--- config.mk ---
export PLATFORM = sky130hd
export DESIGN_NAME = ehcfg_top
export DESIGN_NICKNAME = d
export VERILOG_FILES = /design/src/inc/ehcfg_pkg.sv /design/src/ehcfg_sync.sv /design/src/ehcfg_top.sv
export SDC_FILE = /design/constraint.sdc
export NUM_CORES = 1
export LEC_CHECK = 0
export ABC_AREA = 1
export BUFFER_PORTS_ARGS = -buffer_cell sky130_fd_sc_hd__buf_4
export CORE_MARGIN = 3
export CORE_UTILIZATION = 43
export CTS_BUF_LIST = sky130_fd_sc_hd__clkbuf_4 sky130_fd_sc_hd__clkbuf_8
export DETAILED_ROUTE_END_ITERATION = 8
export PLACE_DENSITY = 0.83
export SETUP_SLACK_MARGIN = 0.02
export SYNTH_ARGS = -nofsm -noshare
export SYNTH_HDL_FRONTEND = slang
export SYNTH_SLANG_ARGS = --single-unit
--- constraint.sdc ---
create_clock -name clk -period 2.2 [get_ports clk]
set_clock_uncertainty 0.1 [all_clocks]
set_input_delay 0.22 -clock clk [delete_from_list [all_inputs] [get_ports clk]]
set_output_delay 0.22 -clock clk [all_outputs]
set_load 0.05 [all_outputs]
--- src/inc/ehcfg_pkg.sv ---
// Package of constants for the extended hypervisor configuration register block
package ehcfg_pkg;
    // ---------------------------------------------------------------
    // Field positions
    // ---------------------------------------------------------------
    localparam int unsigned BIT_MSC_EN     = 11;
    localparam int unsigned BIT_MCE_CTRL   = 10;
    localparam int unsigned BIT_CMO_WPERM  = 9;
    localparam int unsigned BIT_VFIQ_SP    = 8;
    localparam int unsigned BIT_VIRQ_SP    = 7;
    localparam int unsigned BIT_TRAP_MASK  = 6;
    localparam int unsigned BIT_SPRIO_MAP  = 5;
    localparam int unsigned BIT_FGT_QUAL   = 4;
    localparam int unsigned BIT_XS_BEHAV   = 3;
    localparam int unsigned BIT_TRAP_STST  = 2;
    localparam int unsigned BIT_TRAP_WLS   = 1;
    localparam int unsigned BIT_TRAP_STACC = 0;
    localparam int unsigned IMPL_BITS      = 12;

    // ---------------------------------------------------------------
    // Values after reset and codes
    // ---------------------------------------------------------------
    localparam logic [11:0] RESET_VALUE    = 12'h000;
    localparam logic [7:0]  NV_MEM_SLOT    = 8'hA0;
    localparam logic [5:0]  EC_SYSREG      = 6'h18;
    localparam logic [5:0]  EC_WIDE_LS     = 6'h0A;
    localparam logic [24:0] ISS_STST       = 25'h0000000;
    localparam logic [24:0] ISS_STACC      = 25'h0000001;
    localparam logic [24:0] ISS_WLS        = 25'h0000002;

    // Exception levels
    typedef enum logic [1:0] {
        EHCFG_EL0 = 2'b00,
        EHCFG_EL1 = 2'b01,
        EHCFG_EL2 = 2'b10,
        EHCFG_EL3 = 2'b11
    } ehcfg_el_t;

    // Outcome of a system register access
    typedef enum logic [2:0] {
        EHCFG_ACC_OK    = 3'b000,
        EHCFG_ACC_UNDEF = 3'b001,
        EHCFG_ACC_TRAP2 = 3'b010,
        EHCFG_ACC_TRAP3 = 3'b011,
        EHCFG_ACC_NESTED_VIRT_MEMORY_PAGE = 3'b100,
        EHCFG_ACC_RAZ   = 3'b101
    } ehcfg_acc_t;

    // Wide load/store instruction kinds
    typedef enum logic [1:0] {
        EHCFG_WIDE_NONE  = 2'b00,
        EHCFG_WIDE_LS    = 2'b01,
        EHCFG_WIDE_STST  = 2'b10,
        EHCFG_WIDE_STACC = 2'b11
    } ehcfg_wide_t;
endpackage : ehcfg_pkg

--- src/ehcfg_sync.sv ---
// Two-stage synchroniser for a single level
module ehcfg_sync (
    input  wire logic clk,
    input  wire logic rst_b,
    input  wire logic ce,
    input  wire logic din,
    output logic      dout
);
    logic meta_reg;

    // ---------------------------------------------------------------
    // Capture chain, first stage read only by second
    // ---------------------------------------------------------------
    always_ff @(posedge clk or negedge rst_b) begin
        if (!rst_b) begin
            meta_reg <= 1'b0;
            dout     <= 1'b0;
        end else if (ce) begin
            meta_reg <= din;
            dout     <= meta_reg;
        end
    end
endmodule : ehcfg_sync

--- src/ehcfg_top.sv ---
// Extended hypervisor configuration register with access and trap decode
// Functional notes
// RL1: Controls act zero unless level 2 enabled
// RL2: No level 2: whole register reads zero
// RL3: Bit 11 copy/set enable, forced one
// RL4: Bit 10 ignored in host mode pair
// RL5: Bit 9 cache maintenance write permission
// RL6: Bit 8 needs virtual fast pending
// RL7: Bit 7 needs virtual normal pending
// RL8: Bit 6 traps mask writes, class 0x18
// RL9: Bit 5 zero without streaming priority
// RL10: Bit 4 fine traps cover qualifier
// RL11: Bit 3 extended-sync behaviour and barrier
// RL12: Bits 9, 3 may be TLB cached
// RL13: Bit 2 traps store-with-status, syndrome 0
// RL14: Bit 1 traps wide load/store, syndrome 2
// RL15: Bit 0 traps accumulated store, syndrome 1
// RL16: Warm reset clears bits 8..0 except 5; reset here loads RESET_VALUE, clearing all bits 11..0
// RL17: Level 1 access: slot, trap, undefined
// RL18: Level 2 access may trap to 3
// RL19: Upper and absent-feature bits read zero
module ehcfg_top
    import ehcfg_pkg::*;
#(
    parameter bit HAVE_EL2      = 1'b1,
    parameter bit HAVE_EL3      = 1'b1,
    parameter bit HAVE_MOPS     = 1'b1,
    parameter bit HAVE_CACHE_MAINT_WRITE_PERM     = 1'b1,
    parameter bit HAVE_NMI      = 1'b1,
    parameter bit HAVE_SME      = 1'b1,
    parameter bit HAVE_XS       = 1'b1,
    parameter bit HAVE_LS64_V   = 1'b1,
    parameter bit HAVE_LS64     = 1'b1,
    parameter bit HAVE_LS64_ACC = 1'b1
) (
    input  wire logic        clk,
    input  wire logic        rst_b,
    input  wire logic        ce,
    // System register access port
    input  wire logic        acc_valid,
    input  wire logic        acc_write,
    input  wire logic [1:0]  acc_el,
    input  wire logic [63:0] acc_wdata,
    output logic             acc_done,
    output logic [2:0]       acc_result,
    output logic [63:0]      acc_rdata,
    output logic [5:0]       acc_ec,
    output logic [7:0]       nested_virt_memory_page_slot,
    // Context state from the core
    input  wire logic        el2_enabled,
    input  wire logic        top_level_reg_enable,
    input  wire logic        host_mode_bit,
    input  wire logic        trap_general_bit,
    input  wire logic        nested_virt_bit,
    input  wire logic        nested_virt_mem_bit,
    input  wire logic        virt_fiq_pending,
    input  wire logic        virt_irq_pending,
    input  wire logic        halted,
    input  wire logic        secure_debug_disable,
    input  wire logic        el3_trap_prio_sdd,
    input  wire logic        streaming_prio_supported,
    // Instruction check port
    input  wire logic        insn_valid,
    input  wire logic [1:0]  insn_el,
    input  wire logic [1:0]  insn_wide,
    input  wire logic        insn_mask_write,
    input  wire logic        insn_stage2_access_perm1,
    input  wire logic        insn_dirty_bit_modifier,
    output logic             insn_trap,
    output logic [5:0]       insn_ec,
    output logic [24:0]      insn_iss,
    output logic             cmo_write_ok,
    // Effective controls
    output logic             mem_copy_set_enable,
    output logic             mem_copy_exception_ctrl,
    output logic             cache_maint_write_perm,
    output logic             virt_fast_irq_superprio,
    output logic             virt_norm_irq_superprio,
    output logic             trap_mask_state_write,
    output logic             streaming_prio_map_enable,
    output logic             fine_trap_qualifier_apply,
    output logic             extended_sync_behaviour,
    output logic             trap_store_with_status,
    output logic             trap_wide_load_store,
    output logic             trap_store_accum_data
);
    // ---------------------------------------------------------------
    // Reset release
    // ---------------------------------------------------------------
    logic rst_meta_reg;
    logic rst_sync_b;
    always_ff @(posedge clk or negedge rst_b) begin
        if (!rst_b) begin
            rst_meta_reg <= 1'b0;
            rst_sync_b   <= 1'b0;
        end else begin
            rst_meta_reg <= 1'b1;
            rst_sync_b   <= rst_meta_reg;
        end
    end

    // Halt status is a pin from the debug domain
    logic halted_s;
    ehcfg_sync u_halt_sync (
        .clk   (clk),
        .rst_b (rst_sync_b),
        .ce    (ce),
        .din   (halted),
        .dout  (halted_s)
    );

    // ---------------------------------------------------------------
    // Implemented bit mask
    // ---------------------------------------------------------------
    logic [11:0] impl_mask;
    always_comb begin
        impl_mask                 = 12'h000;
        impl_mask[BIT_MSC_EN]     = HAVE_MOPS;
        impl_mask[BIT_MCE_CTRL]   = HAVE_MOPS;
        impl_mask[BIT_CMO_WPERM]  = HAVE_CACHE_MAINT_WRITE_PERM;
        impl_mask[BIT_VFIQ_SP]    = HAVE_NMI;
        impl_mask[BIT_VIRQ_SP]    = HAVE_NMI;
        impl_mask[BIT_TRAP_MASK]  = HAVE_NMI;
        impl_mask[BIT_SPRIO_MAP]  = HAVE_SME & streaming_prio_supported; // RL9
        impl_mask[BIT_FGT_QUAL]   = HAVE_XS;
        impl_mask[BIT_XS_BEHAV]   = HAVE_XS;
        impl_mask[BIT_TRAP_STST]  = HAVE_LS64_V;
        impl_mask[BIT_TRAP_WLS]   = HAVE_LS64;
        impl_mask[BIT_TRAP_STACC] = HAVE_LS64_ACC;
        // Without level 2 nothing is implemented
        if (!HAVE_EL2) begin
            impl_mask = 12'h000; // RL2
        end
    end

    // ---------------------------------------------------------------
    // Access decode
    // ---------------------------------------------------------------
    logic [2:0] acc_kind;
    logic [5:0] acc_kind_ec;
    logic       el3_block;
    always_comb begin
        acc_kind    = EHCFG_ACC_UNDEF;
        acc_kind_ec = 6'h00;
        el3_block   = HAVE_EL3 && !top_level_reg_enable;
        case (acc_el)
            EHCFG_EL0: begin
                acc_kind = EHCFG_ACC_UNDEF; // RL17
            end
            EHCFG_EL1: begin
                if (el2_enabled && nested_virt_mem_bit && nested_virt_bit) begin
                    acc_kind = EHCFG_ACC_NESTED_VIRT_MEMORY_PAGE; // RL17
                end else if (el2_enabled && nested_virt_bit) begin
                    acc_kind    = EHCFG_ACC_TRAP2; // RL17
                    acc_kind_ec = EC_SYSREG;
                end else begin
                    acc_kind = EHCFG_ACC_UNDEF;
                end
            end
            EHCFG_EL2: begin
                if (halted_s && secure_debug_disable && el3_trap_prio_sdd && el3_block) begin
                    acc_kind = EHCFG_ACC_UNDEF; // RL18
                end else if (el3_block) begin
                    if (halted_s && secure_debug_disable) begin
                        acc_kind = EHCFG_ACC_UNDEF; // RL18
                    end else begin
                        acc_kind    = EHCFG_ACC_TRAP3; // RL18
                        acc_kind_ec = EC_SYSREG;
                    end
                end else begin
                    acc_kind = EHCFG_ACC_OK;
                end
            end
            EHCFG_EL3: begin
                acc_kind = HAVE_EL2 ? EHCFG_ACC_OK : EHCFG_ACC_RAZ; // RL2
            end
            default: begin
                acc_kind = EHCFG_ACC_UNDEF;
            end
        endcase
    end

    // ---------------------------------------------------------------
    // Stored register
    // ---------------------------------------------------------------
    logic [11:0] cfg_reg;
    always_ff @(posedge clk or negedge rst_sync_b) begin
        if (!rst_sync_b) begin
            cfg_reg <= RESET_VALUE; // RL16
        end else if (ce && acc_valid && acc_write && acc_kind == EHCFG_ACC_OK) begin
            cfg_reg <= acc_wdata[11:0] & impl_mask; // RL19
        end
    end

    // Answer status of an access, trap class beside it
    always_ff @(posedge clk or negedge rst_sync_b) begin
        if (!rst_sync_b) begin
            acc_done   <= 1'b0;
            acc_result <= EHCFG_ACC_UNDEF;
            acc_ec     <= 6'h00;
        end else if (ce) begin
            acc_done   <= acc_valid;
            acc_result <= acc_kind;
            acc_ec     <= acc_kind_ec; // RL18
        end
    end

    // Memory slot of a redirected nested access
    always_ff @(posedge clk or negedge rst_sync_b) begin
        if (!rst_sync_b) begin
            nested_virt_memory_page_slot <= 8'h00;
        end else if (ce) begin
            nested_virt_memory_page_slot <= (acc_kind == EHCFG_ACC_NESTED_VIRT_MEMORY_PAGE) ? NV_MEM_SLOT : 8'h00; // RL17
        end
    end

    // Read data, zero unless a granted read
    always_ff @(posedge clk or negedge rst_sync_b) begin
        if (!rst_sync_b) begin
            acc_rdata <= 64'h0000000000000000;
        end else if (ce) begin
            if (acc_valid && !acc_write && acc_kind == EHCFG_ACC_OK) begin
                acc_rdata <= {52'h0000000000000, cfg_reg & impl_mask}; // RL19
            end else begin
                acc_rdata <= 64'h0000000000000000;
            end
        end
    end

    // ---------------------------------------------------------------
    // Effective values
    // ---------------------------------------------------------------
    logic        live;
    logic        host_pair;
    logic [11:0] eff;
    always_comb begin
        live      = HAVE_EL2 && el2_enabled && top_level_reg_enable;
        host_pair = host_mode_bit && trap_general_bit;
        eff       = live ? (cfg_reg & impl_mask) : 12'h000; // RL1
        if (HAVE_MOPS && (!live || host_pair)) begin
            eff[BIT_MSC_EN] = 1'b1; // RL3
        end
        // Host pair hands these controls to level 2 system control
        if (host_pair) begin
            eff[BIT_MCE_CTRL] = 1'b0; // RL4
            eff[BIT_TRAP_STST] = 1'b0; // RL13
            eff[BIT_TRAP_WLS] = 1'b0; // RL14
            eff[BIT_TRAP_STACC] = 1'b0; // RL15
        end
        // Superpriority only with a pending virtual interrupt
        eff[BIT_VFIQ_SP] = eff[BIT_VFIQ_SP] & virt_fiq_pending; // RL6
        eff[BIT_VIRQ_SP] = eff[BIT_VIRQ_SP] & virt_irq_pending; // RL7
    end

    // Registered control outputs
    always_ff @(posedge clk or negedge rst_sync_b) begin
        if (!rst_sync_b) begin
            mem_copy_set_enable       <= 1'b0;
            mem_copy_exception_ctrl   <= 1'b0;
            cache_maint_write_perm    <= 1'b0;
            virt_fast_irq_superprio   <= 1'b0;
            virt_norm_irq_superprio   <= 1'b0;
            trap_mask_state_write     <= 1'b0;
            streaming_prio_map_enable <= 1'b0;
            fine_trap_qualifier_apply <= 1'b0;
            extended_sync_behaviour   <= 1'b0;
            trap_store_with_status    <= 1'b0;
            trap_wide_load_store      <= 1'b0;
            trap_store_accum_data     <= 1'b0;
        end else if (ce) begin
            mem_copy_set_enable       <= eff[BIT_MSC_EN];     // RL3
            mem_copy_exception_ctrl   <= eff[BIT_MCE_CTRL];   // RL4
            cache_maint_write_perm    <= eff[BIT_CMO_WPERM];  // RL12
            virt_fast_irq_superprio   <= eff[BIT_VFIQ_SP];    // RL6
            virt_norm_irq_superprio   <= eff[BIT_VIRQ_SP];    // RL7
            trap_mask_state_write     <= eff[BIT_TRAP_MASK];  // RL8
            streaming_prio_map_enable <= eff[BIT_SPRIO_MAP];  // RL9
            fine_trap_qualifier_apply <= eff[BIT_FGT_QUAL];   // RL10
            extended_sync_behaviour   <= eff[BIT_XS_BEHAV];   // RL11
            trap_store_with_status    <= eff[BIT_TRAP_STST];  // RL13
            trap_wide_load_store      <= eff[BIT_TRAP_WLS];   // RL14
            trap_store_accum_data     <= eff[BIT_TRAP_STACC]; // RL15
        end
    end

    // ---------------------------------------------------------------
    // Instruction trap check
    // ---------------------------------------------------------------
    logic        low_el;
    logic        trap_now;
    logic [5:0]  trap_ec;
    logic [24:0] trap_iss;
    always_comb begin
        low_el   = (insn_el == EHCFG_EL0) || (insn_el == EHCFG_EL1);
        trap_now = 1'b0;
        trap_ec  = 6'h00;
        trap_iss = 25'h0000000;
        if (insn_mask_write && insn_el == EHCFG_EL1 && eff[BIT_TRAP_MASK]) begin
            trap_now = 1'b1; // RL8
            trap_ec  = EC_SYSREG;
        end else if (low_el) begin
            case (insn_wide)
                EHCFG_WIDE_STST: begin
                    trap_now = eff[BIT_TRAP_STST]; // RL13
                    trap_ec  = EC_WIDE_LS;
                    trap_iss = ISS_STST;
                end
                EHCFG_WIDE_LS: begin
                    trap_now = eff[BIT_TRAP_WLS]; // RL14
                    trap_ec  = EC_WIDE_LS;
                    trap_iss = ISS_WLS;
                end
                EHCFG_WIDE_STACC: begin
                    trap_now = eff[BIT_TRAP_STACC]; // RL15
                    trap_ec  = EC_WIDE_LS;
                    trap_iss = ISS_STACC;
                end
                default: begin
                    trap_now = 1'b0;
                end
            endcase
        end
    end

    // Trap answer with class and syndrome
    always_ff @(posedge clk or negedge rst_sync_b) begin
        if (!rst_sync_b) begin
            insn_trap    <= 1'b0;
            insn_ec      <= 6'h00;
            insn_iss     <= 25'h0000000;
        end else if (ce) begin
            insn_trap    <= insn_valid && trap_now;
            insn_ec      <= (insn_valid && trap_now) ? trap_ec : 6'h00;
            insn_iss     <= (insn_valid && trap_now) ? trap_iss : 25'h0000000;
        end
    end

    // Stage 2 write permission for cache maintenance
    always_ff @(posedge clk or negedge rst_sync_b) begin
        if (!rst_sync_b) begin
            cmo_write_ok <= 1'b0;
        end else if (ce) begin
            cmo_write_ok <= insn_stage2_access_perm1 | insn_dirty_bit_modifier; // RL5
        end
    end
endmodule : ehcfg_top

==> tab_implementation.tex <==
\begin{tabular}{lr}
\hline
Metric & Value \\
\hline
\multicolumn{2}{l}{\textbf{Clock tree}} \\
Number of buffers added to fix hold violations after cts & 1 \\
Register clock-pin slew on the reported worst setup and hold paths & around 100 ps \\
CTS resizes & 0 \\
Worst skew pair latency & $\sim$310 ps \\
TritonCTS clock tree & built \\
Clock Tree Root & clkbuf\_8 \\
Sink count of the clock tree & between 50 and 60 \\
Maximum count of clock buffers along a single path & 2 \\
H-tree Lvls & 2 \\
Setup bufs post-CTS & 0 \\
Total clock buffers created by CTS & 5 \\
\multicolumn{2}{l}{\textbf{Finish}} \\
Fraction of final layout cells with drive strength greater than 1 & 23.5\% \\
Area Growth Syn to Fin & 12.5\% \\
Number of nets in the finished design & roughly 540 \\
Antenna Diode Count & 0 \\
Sequential cell area in the final layout & approximately 1300 um2 \\
Multi-input gate area in the final layout & about 1200 um2 \\
Fill cell instance count of the final layout & 657 \\
\multicolumn{2}{l}{\textbf{Setup path}} \\
WP depth & 1 \\
Reg-to-reg endpoint & insn\_iss[1] \\
Type of the worst setup path & reg -> out \\
Slowest CP cell & dfstp\_2 \\
Critical Path End Type & output port \\
Worst R2R Setup Slack & 1000 ps \\
Worst reg2reg startpoint & cfg\_reg[6] \\
Length in cells of the worst reg-to-reg path & 6 \\
Critical path, cell by cell & buf\_4 \\
Data required time of the worst path & $\sim$1900 ps \\
Startpoint kind of the worst setup timing path & flip-flop \\
Family with the most delay on the worst path & flip-flops \\
Data arrival, critical path & 1050 ps \\
Slowest Stage Delay on Critical Path & 550 ps \\
Biggest fanout along the worst timing path & 2 \\
Number of buffers and inverters on the critical path & 1 \\
\multicolumn{2}{l}{\textbf{STA}} \\
RSZ-0062 raised after global routing & no \\
Min cycle time layout & 1370 ps \\
Slew at the pin closest to its max-slew limit & about 540 ps \\
Final Cycle Share & approximately 62\% \\
Number of failing hold endpoints at the final stage & 0 \\
Final slew viol count & 0 \\
Worst hold slack across all endpoints & roughly 11 ps \\
Maximum clock frequency & roughly 0.73 GHz \\
Slew HR & 63.8\% \\
Finish-stage setup viols & 0 \\
Total negative slack & 0 ps \\
\multicolumn{2}{l}{\textbf{Detailed routing}} \\
Iteration-0 DRC Markers & 92 \\
Detail Route Antenna Nets & 0 \\
Routed via count & $\sim$2,400 \\
Post-detailed-route DRC marker count & 0 \\
Wirelength per Cell & approximately 12 um \\
Via/cell ratio & about 4.4 \\
Routed wire length & $\sim$6700 um \\
First-pass DRT Iterations & 4 \\
\multicolumn{2}{l}{\textbf{Global route}} \\
Largest net degree at the start of global routing & 26 \\
GR Layer Usage met2 & 26.7\% \\
Leftover overflow at the end of global routing & 0 \\
Initial antenna violation count & 0 \\
Combined global-route utilization of all metal layers & roughly 16\% \\
Via count of the first global-routing pass & roughly 2,300 \\
Met3 track demand over resource in global routing & under 10\% \\
Busiest metal layer after global routing & met2 \\
Grt met1 use & about a fifth \\
Global-route wire length before repair & around 11,000 um \\
\multicolumn{2}{l}{\textbf{Floorplan}} \\
Standard cell core area & between 6000 and 7000 um2 \\
Width of the chip & slightly above 90 um \\
Top-level I/O count & 218 \\
Die area & $\sim$8300 um2 \\
Core Rows & 30 \\
Die height & about 90 um \\
Initial Utilization & a little under half \\
\multicolumn{2}{l}{\textbf{Placed design}} \\
Final estimated routing congestion in global placement & about 0.87 \\
Port Buffer Count & between 70 and 80 \\
Detailed Place HPWL & approximately 5300 um \\
\multicolumn{2}{l}{\textbf{Logic synthesis}} \\
Portion of synthesized cell area occupied by the leading cell type & a little over two fifths \\
Top cells by area in the synthesized netlist & dfrtp\_1, buf\_4, nand2\_1 \\
Post-synth top flop & dfrtp\_1 \\
Instance count of the mapped netlist & roughly 380 \\
Synthesis Warnings & 0 \\
Unique cell type count in the Yosys netlist & 26 \\
List of most frequent post-synthesis cells & nand2\_1, buf\_4, dfrtp\_1 \\
Synthesized flop and latch total & 53 \\
Cell area after technology mapping & between 3000 and 4000 um2 \\
Sequential-to-total area share from yosys stat & 42.6\% \\
Leading cell type by number of instances after synthesis & nand2\_1 \\
Count of flip-flops with a built-in enable after synthesis & 0 \\
Proportion of synthesized flip-flops having asynchronous set or reset & 100\% \\
Largest area contributor in the netlist & dfrtp\_1 \\
Avg Synthesized Cell Area & 8.31 um2 \\
\multicolumn{2}{l}{\textbf{Run}} \\
Number of max-capacitance violations reported & 0 \\
\multicolumn{2}{l}{\textbf{Status}} \\
Result of the run & completed \\
\multicolumn{2}{l}{\textbf{Worst hold path}} \\
Cell depth of the worst min-delay path & 3 \\
Hold Crit Class & in -> reg \\
Endpoint of the worst hold path & u\_halt\_sync.meta\_reg \\
Worst hold start & halted \\
\multicolumn{2}{l}{\textbf{Pwr}} \\
Static leakage & approximately 0.0021 uW \\
Power per standard cell area & around 710 nW/um2 \\
Largest voltage drop on the vdd net & roughly 0.27 mV \\
\hline
\end{tabular}
[where the power goes]
group	leakage (uW)	internal [uW]	total, uW	switching (uW)
registers	0.000699	1070	1130	63.4
clock network	0.0000439	220	542	322
logic	0.00136	160	806	646
[worst max-delay path by stage]
stage	from	to	slack, ps
4_1_cts	acc_result[0]	acc_result[0]	830
5_1_grt	acc_el[0]	acc_rdata[8]	680
3_3_place_gp	acc_el[0]	acc_rdata[8]	570
3_5_place_dp	acc_el[0]	acc_rdata[8]	530
2_1_floorplan	rst_sync_b	acc_done	520
6_report	acc_result[0]	acc_result[0]	830
[cell usage in the layout (no fill, tap or decap), types with 3 or more instances in the layout]
cell      instances
dfrtp_1          51
nor2_1            8
inv_1            27
clkbuf_8          5
nor2_2            3
a21oi_1           3
o21ai_0          13
buf_4            83
nand4_1          24
conb_1           89
nand2_2           4
nand3_1          14
ha_1              3
nand2_1         108
[layout make-up]
class	count	area share [%]
Sequential cell	53	37.9
Multi-Input combinational cell	277	35.1
Timing Repair Buffer	84	18.1
Tap cell	96	3.42
Clock inverter	3	0.499
Inverter	29	3.10
Clock buffer	5	1.96
[tightest hold or removal path: stages]
cell	delay, ps
buf_4	80
nand2_1	40
nand2_1	50
[metal layers]
layer | up-vias | part of all wire, %
li1 | 1160 | -
met1 | 1104 | 40
met2 | 109 | 49
met3 | 12 | 8.6
met4 | 0 | 2.4
met5 | - | 0
[per-stage QoR]
step / total power (uW) / area [um2] / cells / worst slack, ps / util, %
detailed placement: 1950 / 3410 / 538 / 527 / 49.4
CTS: 2490 / 3510 / 547 / 826 / 50.8
finish: 2480 / 3510 / 547 / 833 / 50.8
floorplan: 1890 / 3440 / 462 / 517 / -
global placement: 1930 / 3410 / 538 / 574 / 49.4
global route: 2590 / 3510 / 547 / 676 / 50.8
[kinds of logic (layout without fill, tap and decap cells)]
logic type / after synthesis / after routing / synth area share [%]
flip-flops: 53 / 53 / 42.6
other: 2 / 89 / 0.241
AND/OR/NAND/NOR: 166 / 166 / 24.1
buffers and inverters: 132 / 121 / 28.5
AO/OA/AOI/OAI: 19 / 19 / 3.45
adder cells (fa/ha/maj): 3 / 3 / 1.20
No activity file was read; power rests on OpenSTA's default activity.
